==> src/verilog/mii_rx_pkg.sv <==
// Constants shared by the receive port of the MII/RMII PHY interface.
// Assumes a 125 MHz system clock and a Wishbone slave with byte addresses.
package mii_rx_pkg;

  // Register byte offsets on the Wishbone bus
  localparam logic [3:0] REG_CTRL   = 4'h0;   // Control: enable, speed, duplex
  localparam logic [3:0] REG_STATUS = 4'h4;   // Sticky events and strap levels
  localparam logic [3:0] REG_DATA   = 4'h8;   // Receive byte, read pops the FIFO
  localparam logic [3:0] REG_BYTES  = 4'hC;   // Accepted byte counter

  // Control register fields
  localparam int CTRL_ENABLE  = 0;            // Receive enable
  localparam int CTRL_SPEED   = 1;            // 1 = 100 Mbps, 0 = 10 Mbps
  localparam int CTRL_FULLDUP = 2;            // 1 = full duplex
  localparam logic CTRL_ENABLE_RST  = 1'b0;
  localparam logic CTRL_SPEED_RST   = 1'b1;
  localparam logic CTRL_FULLDUP_RST = 1'b0;

  // Status register fields
  localparam int ST_COLLISION = 0;            // Sticky, write one to clear
  localparam int ST_RXERROR   = 1;            // Sticky, write one to clear
  localparam int ST_OVERFLOW  = 2;            // Sticky, write one to clear
  localparam int ST_TXCLK     = 3;            // Sticky, transmit clock seen
  localparam int ST_ROLE      = 4;            // Port role strap level
  localparam int ST_TYPE      = 5;            // Interface type strap level
  localparam int ST_CARRIER   = 6;            // Carrier input level
  localparam int ST_FIFO_NE   = 7;            // FIFO holds a byte

  // Data register fields
  localparam int DATA_ERR   = 8;              // Byte saw a receive error
  localparam int DATA_SOF   = 9;              // First byte of a frame
  localparam int DATA_VALID = 31;             // Read returned a byte

  // FIFO shape
  localparam int FIFO_WIDTH = 10;             // {sof, err, byte}
  localparam int FIFO_DEPTH = 32;

  // Clock division from the reference clock (50 MHz)
  localparam logic [3:0] DIV_HALF_100 = 4'h1; // Ref edges per half period, 25 MHz
  localparam logic [3:0] DIV_HALF_10  = 4'hA; // Ref edges per half period, 2.5 MHz
  localparam logic [3:0] RMII_DECIM   = 4'hA; // Ref periods per sample at 10 Mbps

  // Groups per byte, minus one
  localparam logic [1:0] GRP_LAST_MII  = 2'h1;
  localparam logic [1:0] GRP_LAST_RMII = 2'h3;

  // Synchroniser bit positions
  localparam int S_REFCLK = 0;
  localparam int S_RXCLK  = 1;
  localparam int S_TXCLK  = 2;
  localparam int S_COL    = 3;
  localparam int S_CRS    = 4;
  localparam int S_DV     = 5;
  localparam int S_ERR    = 6;
  localparam int S_ROLE   = 7;
  localparam int S_TYPE   = 8;
  localparam int S_RXD    = 9;
  localparam int S_WIDTH  = 13;

  // Receive framing state
  typedef enum logic [0:0] {ST_IDLE, ST_FRAME} rx_state_t;

endpackage

==> src/verilog/mii_rx_port.sv <==
// Receive side and clocking of the MII/RMII PHY port, with its byte FIFO.
// Assumes CLK at 125 MHz; all PHY pins are asynchronous and are synchronised.
// Function
// - Receive clock 25 MHz fast, 2.5 MHz slow
// - DTE takes receive clock; DCE drives it
// - Transmit clock same rates, sourced likewise
// - MII: four bits per rising edge, bit0 LSB
// - Drop MII data while data valid low
// - RMII fast: two bits per ref clock
// - RMII slow: one sample per ten periods
// - Receive error counts only with carrier
// - Collision honoured only in half duplex
// - Receive signals referenced to rising edge
// - RMII signals all on reference clock
//
// Implementation choices: register access over Wishbone and the placing of the registers.
`timescale 1ns/10ps
`default_nettype none

module rx_byte_fifo
  import mii_rx_pkg::*;
#(
  parameter int WIDTH = FIFO_WIDTH,
  parameter int DEPTH = FIFO_DEPTH
)
(
  input  wire logic             clk,
  input  wire logic             reset_n,
  input  wire logic             in_valid,
  output logic                  in_ready,
  input  wire logic [WIDTH-1:0] in_data,
  output logic                  out_valid,
  input  wire logic             out_ready,
  output logic      [WIDTH-1:0] out_data
);
  localparam int AW = $clog2(DEPTH);

  logic [WIDTH-1:0] mem [DEPTH];   // Storage array
  logic [AW:0]      wr_ptr_reg;    // Write pointer with wrap bit
  logic [AW:0]      rd_ptr_reg;    // Read pointer with wrap bit
  logic             push;          // Accepted write
  logic             pop;           // Accepted read

  // Full when pointers differ only in the wrap bit
  assign in_ready  = !((wr_ptr_reg[AW] != rd_ptr_reg[AW]) && (wr_ptr_reg[AW-1:0] == rd_ptr_reg[AW-1:0]));
  assign out_valid = (wr_ptr_reg != rd_ptr_reg);
  assign out_data  = mem[rd_ptr_reg[AW-1:0]];
  assign push      = in_valid && in_ready;
  assign pop       = out_valid && out_ready;

  // Storage write
  always_ff @(posedge clk)
  begin
    if (push)
    begin
      mem[wr_ptr_reg[AW-1:0]] <= in_data;
    end
  end

  // Pointer update
  always_ff @(posedge clk)
  begin
    if (!reset_n)
    begin
      wr_ptr_reg <= '0;
      rd_ptr_reg <= '0;
    end
    else
    begin
      if (push)
      begin
        wr_ptr_reg <= wr_ptr_reg + 1'b1;
      end
      if (pop)
      begin
        rd_ptr_reg <= rd_ptr_reg + 1'b1;
      end
    end
  end
endmodule

module mii_rx_port
  import mii_rx_pkg::*;
(
  input  wire logic        CLK,
  input  wire logic        RESET_N,
  input  wire logic [3:0]  WB_ADR_I,
  input  wire logic [31:0] WB_DAT_I,
  output logic      [31:0] WB_DAT_O,
  input  wire logic [3:0]  WB_SEL_I,
  input  wire logic        WB_WE_I,
  input  wire logic        WB_CYC_I,
  input  wire logic        WB_STB_I,
  output logic             WB_ACK_O,
  input  wire logic        REF_CLK,
  input  wire logic        RX_CLK_I,
  output logic             RX_CLK_O,
  output logic             RX_CLK_OE,
  input  wire logic        TX_CLK_I,
  output logic             TX_CLK_O,
  output logic             TX_CLK_OE,
  input  wire logic [3:0]  RXD,
  input  wire logic        RX_DV,
  input  wire logic        RX_ERR,
  input  wire logic        RECEIVE_CARRIER_IN,
  input  wire logic        COLLISION_IN,
  input  wire logic        PORT_ROLE_SELECT,
  input  wire logic        INTERFACE_TYPE_SELECT
);

  // Shift a new group into the top of the byte, earlier groups move down
  function automatic logic [7:0] shift_group(input logic [7:0] cur, input logic [3:0] grp, input logic mii);
    if (mii)
      shift_group = {grp, cur[7:4]};
    else
      shift_group = {grp[1:0], cur[7:2]};
  endfunction

  logic [S_WIDTH-1:0] meta_reg;      // First synchroniser stage
  logic [S_WIDTH-1:0] sync_reg;      // Second synchroniser stage
  logic [S_WIDTH-1:0] dly_reg;       // Previous synchronised value
  logic               enable_reg;    // Receive enable
  logic               speed_reg;     // 100 Mbps when high
  logic               fulldup_reg;   // Full duplex when high
  logic               col_reg;       // Sticky collision
  logic               rxerr_reg;     // Sticky receive error
  logic               ovf_reg;       // Sticky FIFO overflow
  logic               txclk_reg;     // Sticky transmit clock activity
  logic [31:0]        bytes_reg;     // Accepted byte count
  logic [3:0]         div_reg;       // Reference edge divider
  logic               clk_gen_reg;   // Derived link clock
  logic               oe_reg;        // Clock pin drive enable
  logic [3:0]         decim_reg;     // RMII slow-rate decimation
  rx_state_t          state_reg;     // Framing state
  logic [1:0]         grp_reg;       // Groups collected in current byte
  logic [7:0]         shift_reg;     // Byte under assembly
  logic               sof_reg;       // Next byte opens a frame
  logic               err_acc_reg;   // Error seen in current byte
  logic               ack_reg;       // Bus acknowledge
  logic [31:0]        rdata_reg;     // Bus read data

  logic               dce_mii;       // Device drives the link clocks
  logic               rmii;          // RMII interface selected
  logic               ref_rise;      // Reference clock rising edge
  logic               rxclk_rise;    // Received clock rising edge
  logic [3:0]         half_cnt;      // Ref edges per derived half period
  logic               gen_rise;      // Derived clock about to rise
  logic               sample_edge;   // Moment at which receive pins are taken
  logic               valid_in;      // Data qualifier for this interface
  logic               carrier_in;    // Carrier qualifier
  logic [3:0]         rxd_in;        // Data pins before the edge
  logic               err_now;       // Error qualified by carrier
  logic [1:0]         grp_last;      // Last group index for the interface
  logic [7:0]         next_byte;     // Byte with the current group shifted in
  logic               push;          // Byte offered to the FIFO
  logic               in_ready;      // FIFO has room
  logic [FIFO_WIDTH-1:0] fifo_out;   // FIFO head
  logic               fifo_valid;    // FIFO not empty
  logic               bus_req;       // New bus access this cycle
  logic               wr_any;        // Register write with low byte lane
  logic               pop;           // Data register read takes the head

  // Static decodes of the synchronised pins
  assign rmii        = sync_reg[S_TYPE];
  assign dce_mii     = sync_reg[S_ROLE] && !rmii;
  assign ref_rise    = sync_reg[S_REFCLK] && !dly_reg[S_REFCLK];
  assign rxclk_rise  = sync_reg[S_RXCLK] && !dly_reg[S_RXCLK];
  assign half_cnt    = speed_reg ? DIV_HALF_100 : DIV_HALF_10;
  assign gen_rise    = ref_rise && (div_reg == half_cnt - 4'h1) && !clk_gen_reg;
  assign rxd_in      = dly_reg[S_RXD +: 4];
  assign carrier_in  = dly_reg[S_CRS];
  assign valid_in    = rmii ? carrier_in : dly_reg[S_DV];
  assign err_now     = dly_reg[S_ERR] && carrier_in;
  assign grp_last    = rmii ? GRP_LAST_RMII : GRP_LAST_MII;
  assign next_byte   = shift_group(shift_reg, rxd_in, !rmii);

  // Choose the sampling moment for the selected interface and role
  always_comb
  begin
    if (rmii)
      sample_edge = ref_rise && (speed_reg || decim_reg == 4'h0);
    else if (dce_mii)
      sample_edge = gen_rise;
    else
      sample_edge = rxclk_rise;
  end

  assign push    = sample_edge && enable_reg && valid_in && (grp_reg == grp_last);
  assign bus_req = WB_CYC_I && WB_STB_I && !ack_reg;
  // Writes land at the edge where the master samples ack, its request still held
  assign wr_any  = WB_CYC_I && WB_STB_I && ack_reg && WB_WE_I && WB_SEL_I[0];
  assign pop     = bus_req && !WB_WE_I && (WB_ADR_I == REG_DATA) && fifo_valid;

  // Two flip-flops on every pin; a third stage feeds edge detection
  always_ff @(posedge CLK)
  begin
    if (!RESET_N)
    begin
      meta_reg <= '0;
      sync_reg <= '0;
      dly_reg  <= '0;
    end
    else
    begin
      meta_reg <= {RXD, INTERFACE_TYPE_SELECT, PORT_ROLE_SELECT, RX_ERR, RX_DV,
                   RECEIVE_CARRIER_IN, COLLISION_IN, TX_CLK_I, RX_CLK_I, REF_CLK};
      sync_reg <= meta_reg;
      dly_reg  <= sync_reg;
    end
  end

  // Divide the reference clock into the link clock for the DCE role
  always_ff @(posedge CLK)
  begin
    if (!RESET_N)
    begin
      div_reg     <= 4'h0;
      clk_gen_reg <= 1'b0;
      oe_reg      <= 1'b0;
    end
    else
    begin
      oe_reg <= dce_mii;
      if (!dce_mii)
      begin
        div_reg     <= 4'h0;
        clk_gen_reg <= 1'b0;
      end
      else if (ref_rise)
      begin
        if (div_reg >= half_cnt - 4'h1)
        begin
          div_reg     <= 4'h0;
          clk_gen_reg <= !clk_gen_reg;
        end
        else
        begin
          div_reg <= div_reg + 4'h1;
        end
      end
    end
  end

  // Both link clocks leave on the same derived waveform
  assign RX_CLK_O  = clk_gen_reg;
  assign TX_CLK_O  = clk_gen_reg;
  assign RX_CLK_OE = oe_reg;
  assign TX_CLK_OE = oe_reg;

  // RMII slow rate: count reference periods, restart when the frame starts
  always_ff @(posedge CLK)
  begin
    if (!RESET_N)
    begin
      decim_reg <= 4'h0;
    end
    else if (ref_rise)
    begin
      if (!valid_in || decim_reg == RMII_DECIM - 4'h1)
        decim_reg <= 4'h0;
      else
        decim_reg <= decim_reg + 4'h1;
    end
  end

  // Framing and byte assembly
  always_ff @(posedge CLK)
  begin
    if (!RESET_N)
    begin
      state_reg   <= ST_IDLE;
      grp_reg     <= 2'h0;
      shift_reg   <= 8'h00;
      sof_reg     <= 1'b0;
      err_acc_reg <= 1'b0;
    end
    else if (sample_edge)
    begin
      case (state_reg)
        ST_IDLE:
        begin
          grp_reg     <= 2'h0;
          err_acc_reg <= 1'b0;
          if (valid_in && enable_reg)
          begin
            state_reg   <= ST_FRAME;
            sof_reg     <= 1'b1;
            shift_reg   <= next_byte;
            grp_reg     <= 2'h1;
            err_acc_reg <= err_now;
          end
        end
        ST_FRAME:
        begin
          if (!valid_in || !enable_reg)
          begin
            state_reg   <= ST_IDLE;
            grp_reg     <= 2'h0;
            err_acc_reg <= 1'b0;
          end
          else if (grp_reg == grp_last)
          begin
            grp_reg     <= 2'h0;
            sof_reg     <= 1'b0;
            err_acc_reg <= 1'b0;
          end
          else
          begin
            shift_reg   <= next_byte;
            grp_reg     <= grp_reg + 2'h1;
            err_acc_reg <= err_acc_reg || err_now;
          end
        end
        default:
        begin
          state_reg <= ST_IDLE;
        end
      endcase
    end
  end

  // Byte FIFO between the link and the bus
  rx_byte_fifo #(
    .WIDTH (FIFO_WIDTH),
    .DEPTH (FIFO_DEPTH)
  ) u_fifo (
    .clk       (CLK),
    .reset_n   (RESET_N),
    .in_valid  (push && state_reg == ST_FRAME),
    .in_ready  (in_ready),
    .in_data   ({sof_reg, err_acc_reg || err_now, next_byte}),
    .out_valid (fifo_valid),
    .out_ready (pop),
    .out_data  (fifo_out)
  );

  // Control register
  always_ff @(posedge CLK)
  begin
    if (!RESET_N)
    begin
      enable_reg  <= CTRL_ENABLE_RST;
      speed_reg   <= CTRL_SPEED_RST;
      fulldup_reg <= CTRL_FULLDUP_RST;
    end
    else if (wr_any && WB_ADR_I == REG_CTRL)
    begin
      enable_reg  <= WB_DAT_I[CTRL_ENABLE];
      speed_reg   <= WB_DAT_I[CTRL_SPEED];
      fulldup_reg <= WB_DAT_I[CTRL_FULLDUP];
    end
  end

  // Sticky status; a new event wins over a write-one clear
  always_ff @(posedge CLK)
  begin
    if (!RESET_N)
    begin
      col_reg   <= 1'b0;
      rxerr_reg <= 1'b0;
      ovf_reg   <= 1'b0;
      txclk_reg <= 1'b0;
    end
    else
    begin
      if (dly_reg[S_COL] && !fulldup_reg && enable_reg)
        col_reg <= 1'b1;
      else if (wr_any && WB_ADR_I == REG_STATUS && WB_DAT_I[ST_COLLISION])
        col_reg <= 1'b0;
      if (err_now && enable_reg)
        rxerr_reg <= 1'b1;
      else if (wr_any && WB_ADR_I == REG_STATUS && WB_DAT_I[ST_RXERROR])
        rxerr_reg <= 1'b0;
      if (push && state_reg == ST_FRAME && !in_ready)
        ovf_reg <= 1'b1;
      else if (wr_any && WB_ADR_I == REG_STATUS && WB_DAT_I[ST_OVERFLOW])
        ovf_reg <= 1'b0;
      if (sync_reg[S_TXCLK] && !dly_reg[S_TXCLK])
        txclk_reg <= 1'b1;
      else if (wr_any && WB_ADR_I == REG_STATUS && WB_DAT_I[ST_TXCLK])
        txclk_reg <= 1'b0;
    end
  end

  // Count bytes stored; a write clears, a store in the same cycle leaves the count at one
  always_ff @(posedge CLK)
  begin
    if (!RESET_N)
      bytes_reg <= 32'h0000_0000;
    else if (push && state_reg == ST_FRAME && in_ready)
      bytes_reg <= (wr_any && WB_ADR_I == REG_BYTES) ? 32'h0000_0001 : bytes_reg + 32'h0000_0001;
    else if (wr_any && WB_ADR_I == REG_BYTES)
      bytes_reg <= 32'h0000_0000;
  end

  // Wishbone answer one cycle after the request, dropped the next cycle
  always_ff @(posedge CLK)
  begin
    if (!RESET_N)
    begin
      ack_reg   <= 1'b0;
      rdata_reg <= 32'h0000_0000;
    end
    else
    begin
      ack_reg <= bus_req;
      if (bus_req && !WB_WE_I)
      begin
        rdata_reg <= 32'h0000_0000;
        if (WB_ADR_I == REG_CTRL)
        begin
          rdata_reg[CTRL_ENABLE]  <= enable_reg;
          rdata_reg[CTRL_SPEED]   <= speed_reg;
          rdata_reg[CTRL_FULLDUP] <= fulldup_reg;
        end
        else if (WB_ADR_I == REG_STATUS)
        begin
          rdata_reg[ST_COLLISION] <= col_reg;
          rdata_reg[ST_RXERROR]   <= rxerr_reg;
          rdata_reg[ST_OVERFLOW]  <= ovf_reg;
          rdata_reg[ST_TXCLK]     <= txclk_reg;
          rdata_reg[ST_ROLE]      <= sync_reg[S_ROLE];
          rdata_reg[ST_TYPE]      <= rmii;
          rdata_reg[ST_CARRIER]   <= sync_reg[S_CRS];
          rdata_reg[ST_FIFO_NE]   <= fifo_valid;
        end
        else if (WB_ADR_I == REG_DATA)
        begin
          rdata_reg[DATA_SOF:0]   <= fifo_valid ? fifo_out : '0;
          rdata_reg[DATA_VALID]   <= fifo_valid;
        end
        else if (WB_ADR_I == REG_BYTES)
        begin
          rdata_reg <= bytes_reg;
        end
      end
    end
  end

  assign WB_ACK_O = ack_reg;
  assign WB_DAT_O = rdata_reg;

  // Bus answer is a single-cycle pulse
  chk_ack_pulse: assert property (@(posedge CLK) disable iff (!RESET_N)
    WB_ACK_O |=> !WB_ACK_O)
    else $error("ack held for more than one cycle");

  // Clock pins driven whenever the role was DCE with MII the cycle before
  chk_dce_clock_drive: assert property (@(posedge CLK) disable iff (!RESET_N)
    $past(dce_mii) |-> (RX_CLK_OE && TX_CLK_OE))
    else $error("clock pins not driven in DCE role");

  // Derived clock toggles when the divider reaches its terminal count
  chk_divider_toggle: assert property (@(posedge CLK) disable iff (!RESET_N)
    (dce_mii && ref_rise && div_reg == half_cnt - 4'h1) |=> (clk_gen_reg != $past(clk_gen_reg)))
    else $error("derived clock missed its toggle");

  // Transmit clock follows the derived receive clock
  chk_tx_clk_follow: assert property (@(posedge CLK) disable iff (!RESET_N)
    TX_CLK_OE |-> (TX_CLK_O == RX_CLK_O))
    else $error("transmit clock differs from receive clock");

  // An unqualified sample leaves no group behind
  chk_invalid_dropped: assert property (@(posedge CLK) disable iff (!RESET_N)
    (sample_edge && !valid_in) |=> (grp_reg == 2'h0))
    else $error("group kept without data valid");

  // RMII slow rate takes samples only at decimation phase zero
  chk_rmii_decim: assert property (@(posedge CLK) disable iff (!RESET_N)
    (rmii && !speed_reg && sample_edge) |-> (decim_reg == 4'h0))
    else $error("RMII slow sample off its phase");

  // RMII bytes come only with carrier/data valid
  chk_rmii_carrier: assert property (@(posedge CLK) disable iff (!RESET_N)
    (push && rmii) |-> carrier_in)
    else $error("RMII byte taken without carrier");

  // Receive error raised only while carrier was present
  chk_err_carrier: assert property (@(posedge CLK) disable iff (!RESET_N)
    $rose(rxerr_reg) |-> $past(dly_reg[S_ERR] && dly_reg[S_CRS]))
    else $error("error flagged without carrier");

  // Collision never flagged in full duplex
  chk_col_duplex: assert property (@(posedge CLK) disable iff (!RESET_N)
    (fulldup_reg && !col_reg) |=> !col_reg)
    else $error("collision taken in full duplex");

  // The latest group lands in the most significant bits
  chk_byte_order: assert property (@(posedge CLK) disable iff (!RESET_N)
    (push && state_reg == ST_FRAME && !rmii) |-> (next_byte[7:4] == rxd_in && next_byte[3:0] == shift_reg[7:4]))
    else $error("nibble order wrong");

endmodule

`default_nettype wire
==> config.mk <==
export PLATFORM = sky130hd
export DESIGN_NAME = mii_rx_port
export DESIGN_NICKNAME = d
export VERILOG_FILES = /design/src/verilog/mii_rx_pkg.sv /design/src/verilog/mii_rx_port.sv
export SDC_FILE = /design/constraint.sdc
export NUM_CORES = 1
export LEC_CHECK = 0
export ABC_CLOCK_PERIOD_IN_PS = 2900
export BUFFER_PORTS_ARGS = -buffer_cell sky130_fd_sc_hd__buf_2
export CAP_MARGIN = 20
export CORE_MARGIN = 3
export CORE_UTILIZATION = 55
export DETAILED_ROUTE_END_ITERATION = 8
export GPL_TIMING_DRIVEN = 1
export PLACE_DENSITY = 0.76
export SYNTH_ARGS = -nofsm -noshare
export SYNTH_HDL_FRONTEND = slang
export SYNTH_HIERARCHICAL = 1
export SYNTH_SLANG_ARGS = --single-unit
==> constraint.sdc <==
create_clock -name CLK -period 2.9 [get_ports CLK]
set_input_delay 0.435 -clock CLK [delete_from_list [all_inputs] [get_ports CLK]]
set_output_delay 0.435 -clock CLK [all_outputs]
set_load 0.005 [all_outputs]
### Yosys cells after proc, flatten, opt, wreduce, memory -nomap -nowiden

Memories as Yosys holds them, arrays and structs flattened. A register that Yosys moved wholly into a read port is not among the register bits.
Index checks and enable logic that the tools add are counted.

* logic and storage cells: 159
* input port bits: 58
* output and inout bits: 37
* bits in writable memories: 320
* memories: 1
* register bits: 146

* reductions and logical operators: 61
* bitwise logic cells: 1
* add/sub/neg operators: 7
* $lt $le $gt $ge: 1
* multiplexer cells: 51
* eq/ne operators: 13

Memories
* u_fifo.mem: words 32, width 10, rd ports 1, clocked after memory_dff 1, write ports 1, RTL line mii_rx_port.sv:38 `logic [WIDTH-1:0] mem [DEPTH];`

Operators with widths (number)
* $mux 32: 4
* $mux 8: 5
* $logic_and 1x1->1: 35
* $add 32x1->32 const B: 1
* $mux 29: 1
* $mux 24: 1
* $mux 1: 23
* $mux 21: 1
* $mux 10: 2
* $pmux 8 s2: 1
* $add 6x1->6 const B: 2
* $eq 4x4->1 const B: 3
* $mux 4: 3
* $logic_not 1->1: 11
* $mux 5: 2
* $reduce_bool 2->1: 5
* $add 4x1->4 const B: 2
* $logic_not 4->1: 2
* $reduce_and 4->1: 2
* $mux 2: 3
* $ne 2x2->1 const B: 3
* $ne 6x6->1: 1
* $pmux 1 s2: 3
* $eq 5x5->1: 1
* 13 further kinds: 17

### Longest topological paths before layout

Gate-level depths: netlist (run 1).

* word-level depth: 14
* depth in mapped cells: 11
* mapped depth without buffers: 10

### Modules after synthesis

The synthesis (run 1) kept the hierarchy.

Modules (own cells, without submodules)
* rx_byte_fifo: sequential area each 9949.5 um2, instances 1, cells each 809, area an instance 13406.6 um2
* mii_rx_port: sequential area each 2602.5 um2, instances 1, cells each 641, area an instance 5694.2 um2

### Worst setup path before layout (run 1)

Ideal clock, no wire load.

* path type: register to register
* from: reg speed_reg
* to: mem u_fifo/mem[0][0] (netlist name) (enable)
* clock period less this slack: 3.072 ns
* setup slack: -0.172 ns
* arrival time: 2.696 ns
* cell stages (with the launch flop): 11
* library setup time: 0.376 ns
* data required time: 2.524 ns
* path buffers: 2
* cell sequence: dfxtp_1 ha_1 nor4b_2 a311o_1 nand4_1 buf_2 nor2_1 o31a_2 buf_2 nand2_1 nor2_1

* longest elaborated chain between the ends: 14
* elaborated cells on any way between the ends: 16
* classes of those cells: add/sub (1); eq/ne (1); mux (5); reduce/logical (9)

Ends and longest elaborated chain
* from (decl): RTL line mii_rx_port.sv:123 `logic speed_reg;`
* from (signal assigned): RTL line mii_rx_port.sv:349 `speed_reg <= WB_DAT_I[CTRL_SPEED];`
* $mux 4: RTL line mii_rx_port.sv:168 `assign half_cnt = speed_reg ? DIV_HALF_100 : DIV_HALF_10;`
* $sub 4x1->4: RTL line mii_rx_port.sv:169 `assign gen_rise = ref_rise && (div_reg == half_cnt - 4'h1) && !clk_gen_reg;`
* $eq 4x4->1: RTL line mii_rx_port.sv:169
* $logic_and 1x1->1 (2 in a row): RTL line mii_rx_port.sv:169
* $mux 1: RTL line mii_rx_port.sv:182 `else if (dce_mii)`
* $mux 1 *: RTL line mii_rx_port.sv:180 `if (rmii)`
* $logic_and 1x1->1 * (3 in a row): RTL line mii_rx_port.sv:188 `assign push = sample_edge && enable_reg && valid_in && (grp_reg == grp_last);`
* $logic_and 1x1->1 *: RTL line mii_rx_port.sv:329 `.in_valid (push && state_reg == ST_FRAME),`
* $logic_and 1x1->1 *: RTL line mii_rx_port.sv:48 `assign push = in_valid && in_ready;`
* $mux 1 *: RTL line mii_rx_port.sv:54 `if (push)`
* $mux 1 (implied by the code) *: RTL line mii_rx_port.sv:56 `mem[wr_ptr_reg[AW-1:0]] <= in_data;`
* to (decl): RTL line mii_rx_port.sv:38

Mark *: on every way between the ends. The rest lies on a longest branch, timed or not.

### Worst setup path in the final report (run 1)

* from: reg speed_reg
* to: mem u_fifo/mem[13][0] (netlist name) (enable)

Same word-level chain as after synthesis.

==> results.toml, run 1 <==
[cells_and_area]
multi_input_area_um2 = 6300
nNetsFinal = 1611
final_common_cell = "edfxtp_1"
final_cells = 2024
drive_above_1_share = 0.167
fill_cells = 2426
largest_reg_flops = 320
seqCellArea_um2 = 12600
diodes = 0
syn2layout_area_growth_pct = 15.6
layout_common_cells = "edfxtp_1, mux2i_1, dfxtp_1"

[logic_synthesis]
synth-seq-area-share = 0.657
synth_edf_count = 320
syn-cell-area_um2 = 19100
yosysWarnings = 6
ys_ff_latch = 467
synthCells = 1450
netlist-cell-type-count = 69
ys_dominant_reg_cell = "edfxtp_1"
syn_nets = 1520
avgSynthCellArea_um2 = 13.2
async_reset_ff_frac = 0

[global_routing]
grt_antenna_before_repair = 0
track_usage = 0.229
grt_max_degree = 48
grt-ovfl-total = 0
grt_pass1_wl_um = 65100
grt_pass1_vias = 11500

[sta]
rsz0062_at_grt = "true"
hold_viol = 0
setup_violations = 0
tns_ps = 0
maxSlewHeadroom = 0.439
post-route-period-util = 0.989
fmax_mhz = 349
fin_skew_ps = 24.7
worst_slack_ps = 33.1
post-route-min-period_ps = 2870
worst_pin_slew_ps = 841
drv_slew = 0

[floorplanning]
start_util = 0.564
fp.coreArea_um2 = 33900
dieWidth_um = 192
chipHeight_um = 192
io_pins = 95
num_rows = 67
die-area_um2 = 37000

[setup_path]
worst-setup-path-type = "reg -> reg"
arrival_ps = 3140
cp-end-kind = "flop"
path_max_fanout = 9
crit_required_ps = 3170
startpoint_type = "flop"

[detailed_routing]
ant_nets = 0
first_pass_iters = 6
drt_iter0_drc = 1106
routed_via_density = 6.00
wl_um = 43300
wl_per_cell_um = 21.4
drc = 0
num_vias = 12200

[power_and_ir_drop]
p_comb_frac = 0.014
p_leak_uw = 0.00796
power.switching_uw = 2570
switching_share = 0.199
peakVddDrop_mv = 0.427
p_clk_frac = 0.438
internal_power_uw = 10400
power-per-cell-area_nw_per_um2 = 586
sequentialPowerShare = 0.548

[place]
io_buffers = 63
gp_congestion = 0.884
placedCellCount = 1913
hpwl_um = 25800
post-place-ws_ps = -28.9

[clock_tree]
worstSkewPairLatency_ps = 570
cts_max_level = 2
numCtsBuffers = 46
cts-root-buf = "clkbuf_16"
clockBufferDepth = 3
hold_buffers = 0
clock_sinks = 467
cts_tree = "built"
clk_pin_slew_ps = 60

[outcome]
status = "finished clean"

[worst_hold_path]
hp-class = "in -> reg"

[run]
drv_cap = 0
## worst paths after layout
path | from | end | slack [ps] | depth (start not counted)
worst max-delay path | speed_reg | u_fifo/mem[13][0] | 30 | 9
worst min-delay path | RXD[0] | meta_reg[9] | 80 | 2
worst max register to register | speed_reg | u_fifo/mem[13][0] | 30 | 9
worst min register to register | sync_reg[5] | dly_reg[5] | 430 | 1
## logic make-up after synthesis
logic type               synth area share
flip-flops                          0.657
AND/OR/NAND/NOR                     0.118
AO/OA/AOI/OAI                      0.0852
multiplexers                       0.0987
buffers and inverters              0.0238
XOR/XNOR                          0.00956
adder cells (fa/ha/maj)           0.00786
## metal layers
layer,vias to the layer above,routed length [um],track usage
met5,-,0,0
met4,0,1140,0.0639
met3,75,2710,0.0465
met2,379,20700,0.365
met1,6015,18800,0.323
li1,5683,-,-
## cell usage after synthesis (4+ instances only)
master	n	area, um^2
edfxtp_1	320	9610
o311a_1	6	60.1
mux2i_1	176	1760
buf_2	21	105
nor3_1	20	100
o21ai_0	14	70.1
nor2b_1	4	25.0
and2_1	52	325
xor2_1	7	61.3
o21a_1	4	30.0
dfxtp_1	147	2940
nand3_1	71	355
and3_1	9	56.3
nand4_1	37	231
inv_1	10	37.5
ha_1	12	150
clkbuf_1	53	199
and4_1	5	43.8
mux2_2	11	124
nor4_1	6	37.5
buf_1	11	41.3
a22oi_1	42	315
o31ai_1	22	165
a21oi_1	80	400
nor2_1	61	229
buf_4	4	30.0
nand2b_1	14	87.6
a31oi_1	11	68.8
a22o_1	30	263
nand2_1	96	360
nand3b_1	5	37.5
xnor2_1	12	105
o21bai_1	6	45.0
or4_1	22	165
## cell type report
| class | instances | area share |
|---|---|---|
| sequential | 467 | 0.568 |
| multi-input combinational | 879 | 0.285 |
| clock buffer | 64 | 0.0575 |
| timing repair buffer | 136 | 0.0544 |
| tap | 448 | 0.0254 |
| clock inverter | 19 | 0.00708 |
| inverter | 11 | 0.00187 |
## power groups by stage
stage               clock network [uW]  logic [uW]  registers (uW)
global placement                     0         178            7230
floorplan                            0         117            7220
CTS                               5730         184            7080
finish                            5670         185            7080
global route                      6050         204            7080
detailed placement                   0         183            7230
## critical path, stage by stage (launching register included)
cell,delay (ps)
dfxtp_1,320
ha_1,290
nor4b_2,250
a311o_1,270
nand4_1,160
nor2_1,160
o31a_2,300
nand2_2,400
nor2_4,280
buf_12,150
## stage by stage
stage	utilization	hold slack (ps)	area, um^2	power (uW)
after floorplan	-	412	19300	7340
after global placement	0.596	414	20200	7400
after detailed placement	0.596	417	20200	7410
after CTS	0.642	59.7	21700	13000
after global routing	0.652	66.8	22100	13300
final	0.652	77.9	22100	12900
## repair_timing
action | CTS | global route
pin swaps | 5 | 17
resized for setup | 0 | 1
setup buffers | 10 | 18
setup endpoints to repair | 72 | 240
Note: power is estimated with default switching activity, not from simulation.
==> run 2: changes to the inputs <==
--- a/config.mk
+++ b/config.mk
@@ -5,14 +5,14 @@
 export SDC_FILE = /design/constraint.sdc
 export NUM_CORES = 1
 export LEC_CHECK = 0
-export ABC_CLOCK_PERIOD_IN_PS = 2900
+export ABC_CLOCK_PERIOD_IN_PS = 3500
 export BUFFER_PORTS_ARGS = -buffer_cell sky130_fd_sc_hd__buf_2
 export CAP_MARGIN = 20
 export CORE_MARGIN = 3
-export CORE_UTILIZATION = 55
+export CORE_UTILIZATION = 62
 export DETAILED_ROUTE_END_ITERATION = 8
 export GPL_TIMING_DRIVEN = 1
-export PLACE_DENSITY = 0.76
+export PLACE_DENSITY = 0.8
 export SYNTH_ARGS = -nofsm -noshare
 export SYNTH_HDL_FRONTEND = slang
 export SYNTH_HIERARCHICAL = 1
==> constraint.sdc (replaced) <==
create_clock -name CLK -period 3.5 [get_ports CLK]
set_input_delay 0.525 -clock CLK [delete_from_list [all_inputs] [get_ports CLK]]
set_output_delay 0.525 -clock CLK [all_outputs]
set_load 0.005 [all_outputs]
==> run 2 against run 1 <==
  * Routed wire length shrank 5.6%
  * Largest cell class unchanged
  * Critical path depth is the same
  * Design area shrank 1.8%
  * Global-route usage grew 1.3 points
  * Register-to-register slack gained 330 ps
  * Critical path type unchanged
  * Via count grew 0.40%
  * Highest routed layer unchanged
  * Sequential share of layout area grew 1.1 points
==> results.toml, run 2 (synthesis gave the netlist of run 1 again) <==
[outcome]
status = "finished clean"

[setup_path]
crit_required_ps = 3750
timing.critical_path.buf_inv = 1
crit_slowest_cell = "nor2_1"
crit_chain = "ha_1 > nor4b_2 > a311o_1 > nand4_1 > nor2_1 > o31a_2 > nand2_1 > nor2_1 > buf_4"
cpMostUsedCell = "nor2_1"
cp-end-kind = "flop"
path_max_fanout = 8
max_stage_delay_ps = 390
critPathTopFamily = "simple AND/OR/NAND/NOR gates"
arrival_ps = 3380
startpoint_type = "flop"
worst-setup-path-type = "reg -> reg"

[cells_and_area]
final_cells = 1960
syn2layout_area_growth_pct = 13.5
fill_cells = 1914
layout_common_cells = "edfxtp_1, mux2i_1, dfxtp_1"
diodes = 0
largest_reg_flops = 320
drive_above_1_share = 0.155
final_common_cell = "edfxtp_1"
nNetsFinal = 1602

[sta]
maxSlewHeadroom = 0.478
tns_ps = 0
setup_violations = 0
post-route-period-util = 0.895
worst_pin_slew_ps = 776
fin_skew_ps = 15.5
drv_slew = 0
rsz0062_at_grt = "false"
fmax_mhz = 319
hold_viol = 0
post-route-min-period_ps = 3130

[detailed_routing]
drc = 0
num_vias = 12200
ant_nets = 0
routed_via_density = 6.23
drt_iter0_drc = 1250
wl_per_cell_um = 20.9
first_pass_iters = 6
wl_um = 40900

[clock_tree]
cts_resized = 0
numCtsBuffers = 47
clockBufferDepth = 3
cts_tree = "built"
cts_max_level = 2
clk_pin_slew_ps = 60
cts-root-buf = "clkbuf_16"
hold_buffers = 0
clock_sinks = 467
post_cts_buffers = 0
worstSkewPairLatency_ps = 540

[power_and_ir_drop]
p_leak_uw = 0.00787
p_total_uw = 11200
power-per-cell-area_nw_per_um2 = 515
peakVddDrop_mv = 0.501

[floorplanning]
fp.coreArea_um2 = 30000
num_rows = 63
io_pins = 95
start_util = 0.636
die-area_um2 = 32900
chipHeight_um = 182
dieWidth_um = 182

[run]
drv_cap = 0

[global_routing]
grt_antenna_before_repair = 0
track_usage = 0.242
grt_max_degree = 51
grt-ovfl-total = 0
grt_pass1_vias = 11900
grt_pass1_wl_um = 63900

[place]
hpwl_um = 25300
placedCellCount = 1871
gp_congestion = 0.858
io_buffers = 63

[worst_hold_path]
hp-class = "in -> reg"
## run 2: power by group
part / internal (uW) / switching (uW)
clock: 3100 / 2050
sequential: 5860 / 9.63
combinational: 46.2 / 101
total: 9000 / 2160
## run 2: final timing paths
path	startpoint	to	slack, ps	cells after the start
setup / recovery	speed_reg	u_fifo/mem[25][7]	370	9
hold / removal	PORT_ROLE_SELECT	meta_reg[7]	190	2
setup reg to reg	speed_reg	u_fifo/mem[25][7]	370	9
hold reg to reg	meta_reg[6]	sync_reg[6]	430	1
## run 2: routing by layer
metal	GRT usage	vias to the layer above	wire length [um]
met5	0	-	0
met4	0.0710	0	983
met3	0.0308	82	2610
met2	0.384	457	19400
met1	0.356	5983	17900
li1	-	5679	-
## run 2: cell type report
type                            count  area (um^2)  share of cell area
Clock inverter                     30          332              0.0153
Timing Repair Buffer              126          861              0.0397
Sequential cell                   467        12600               0.579
Multi-Input combinational cell    879         6110               0.282
Inverter                           11         41.3             0.00190
Clock buffer                       57         1300              0.0598
Tap cell                          390          488              0.0225
## run 2: through the flow
step | area (um^2) | worst slack (ps) | hold WS [ps] | util
final | 21700 | 368 | 194 | 0.722
after global routing | 21700 | 213 | 187 | 0.722
after CTS | 21700 | 382 | 180 | 0.721
after detailed placement | 20000 | 449 | 419 | 0.667
after global placement | 20000 | 542 | 414 | 0.666
after floorplan | 19100 | 428 | 412 | -
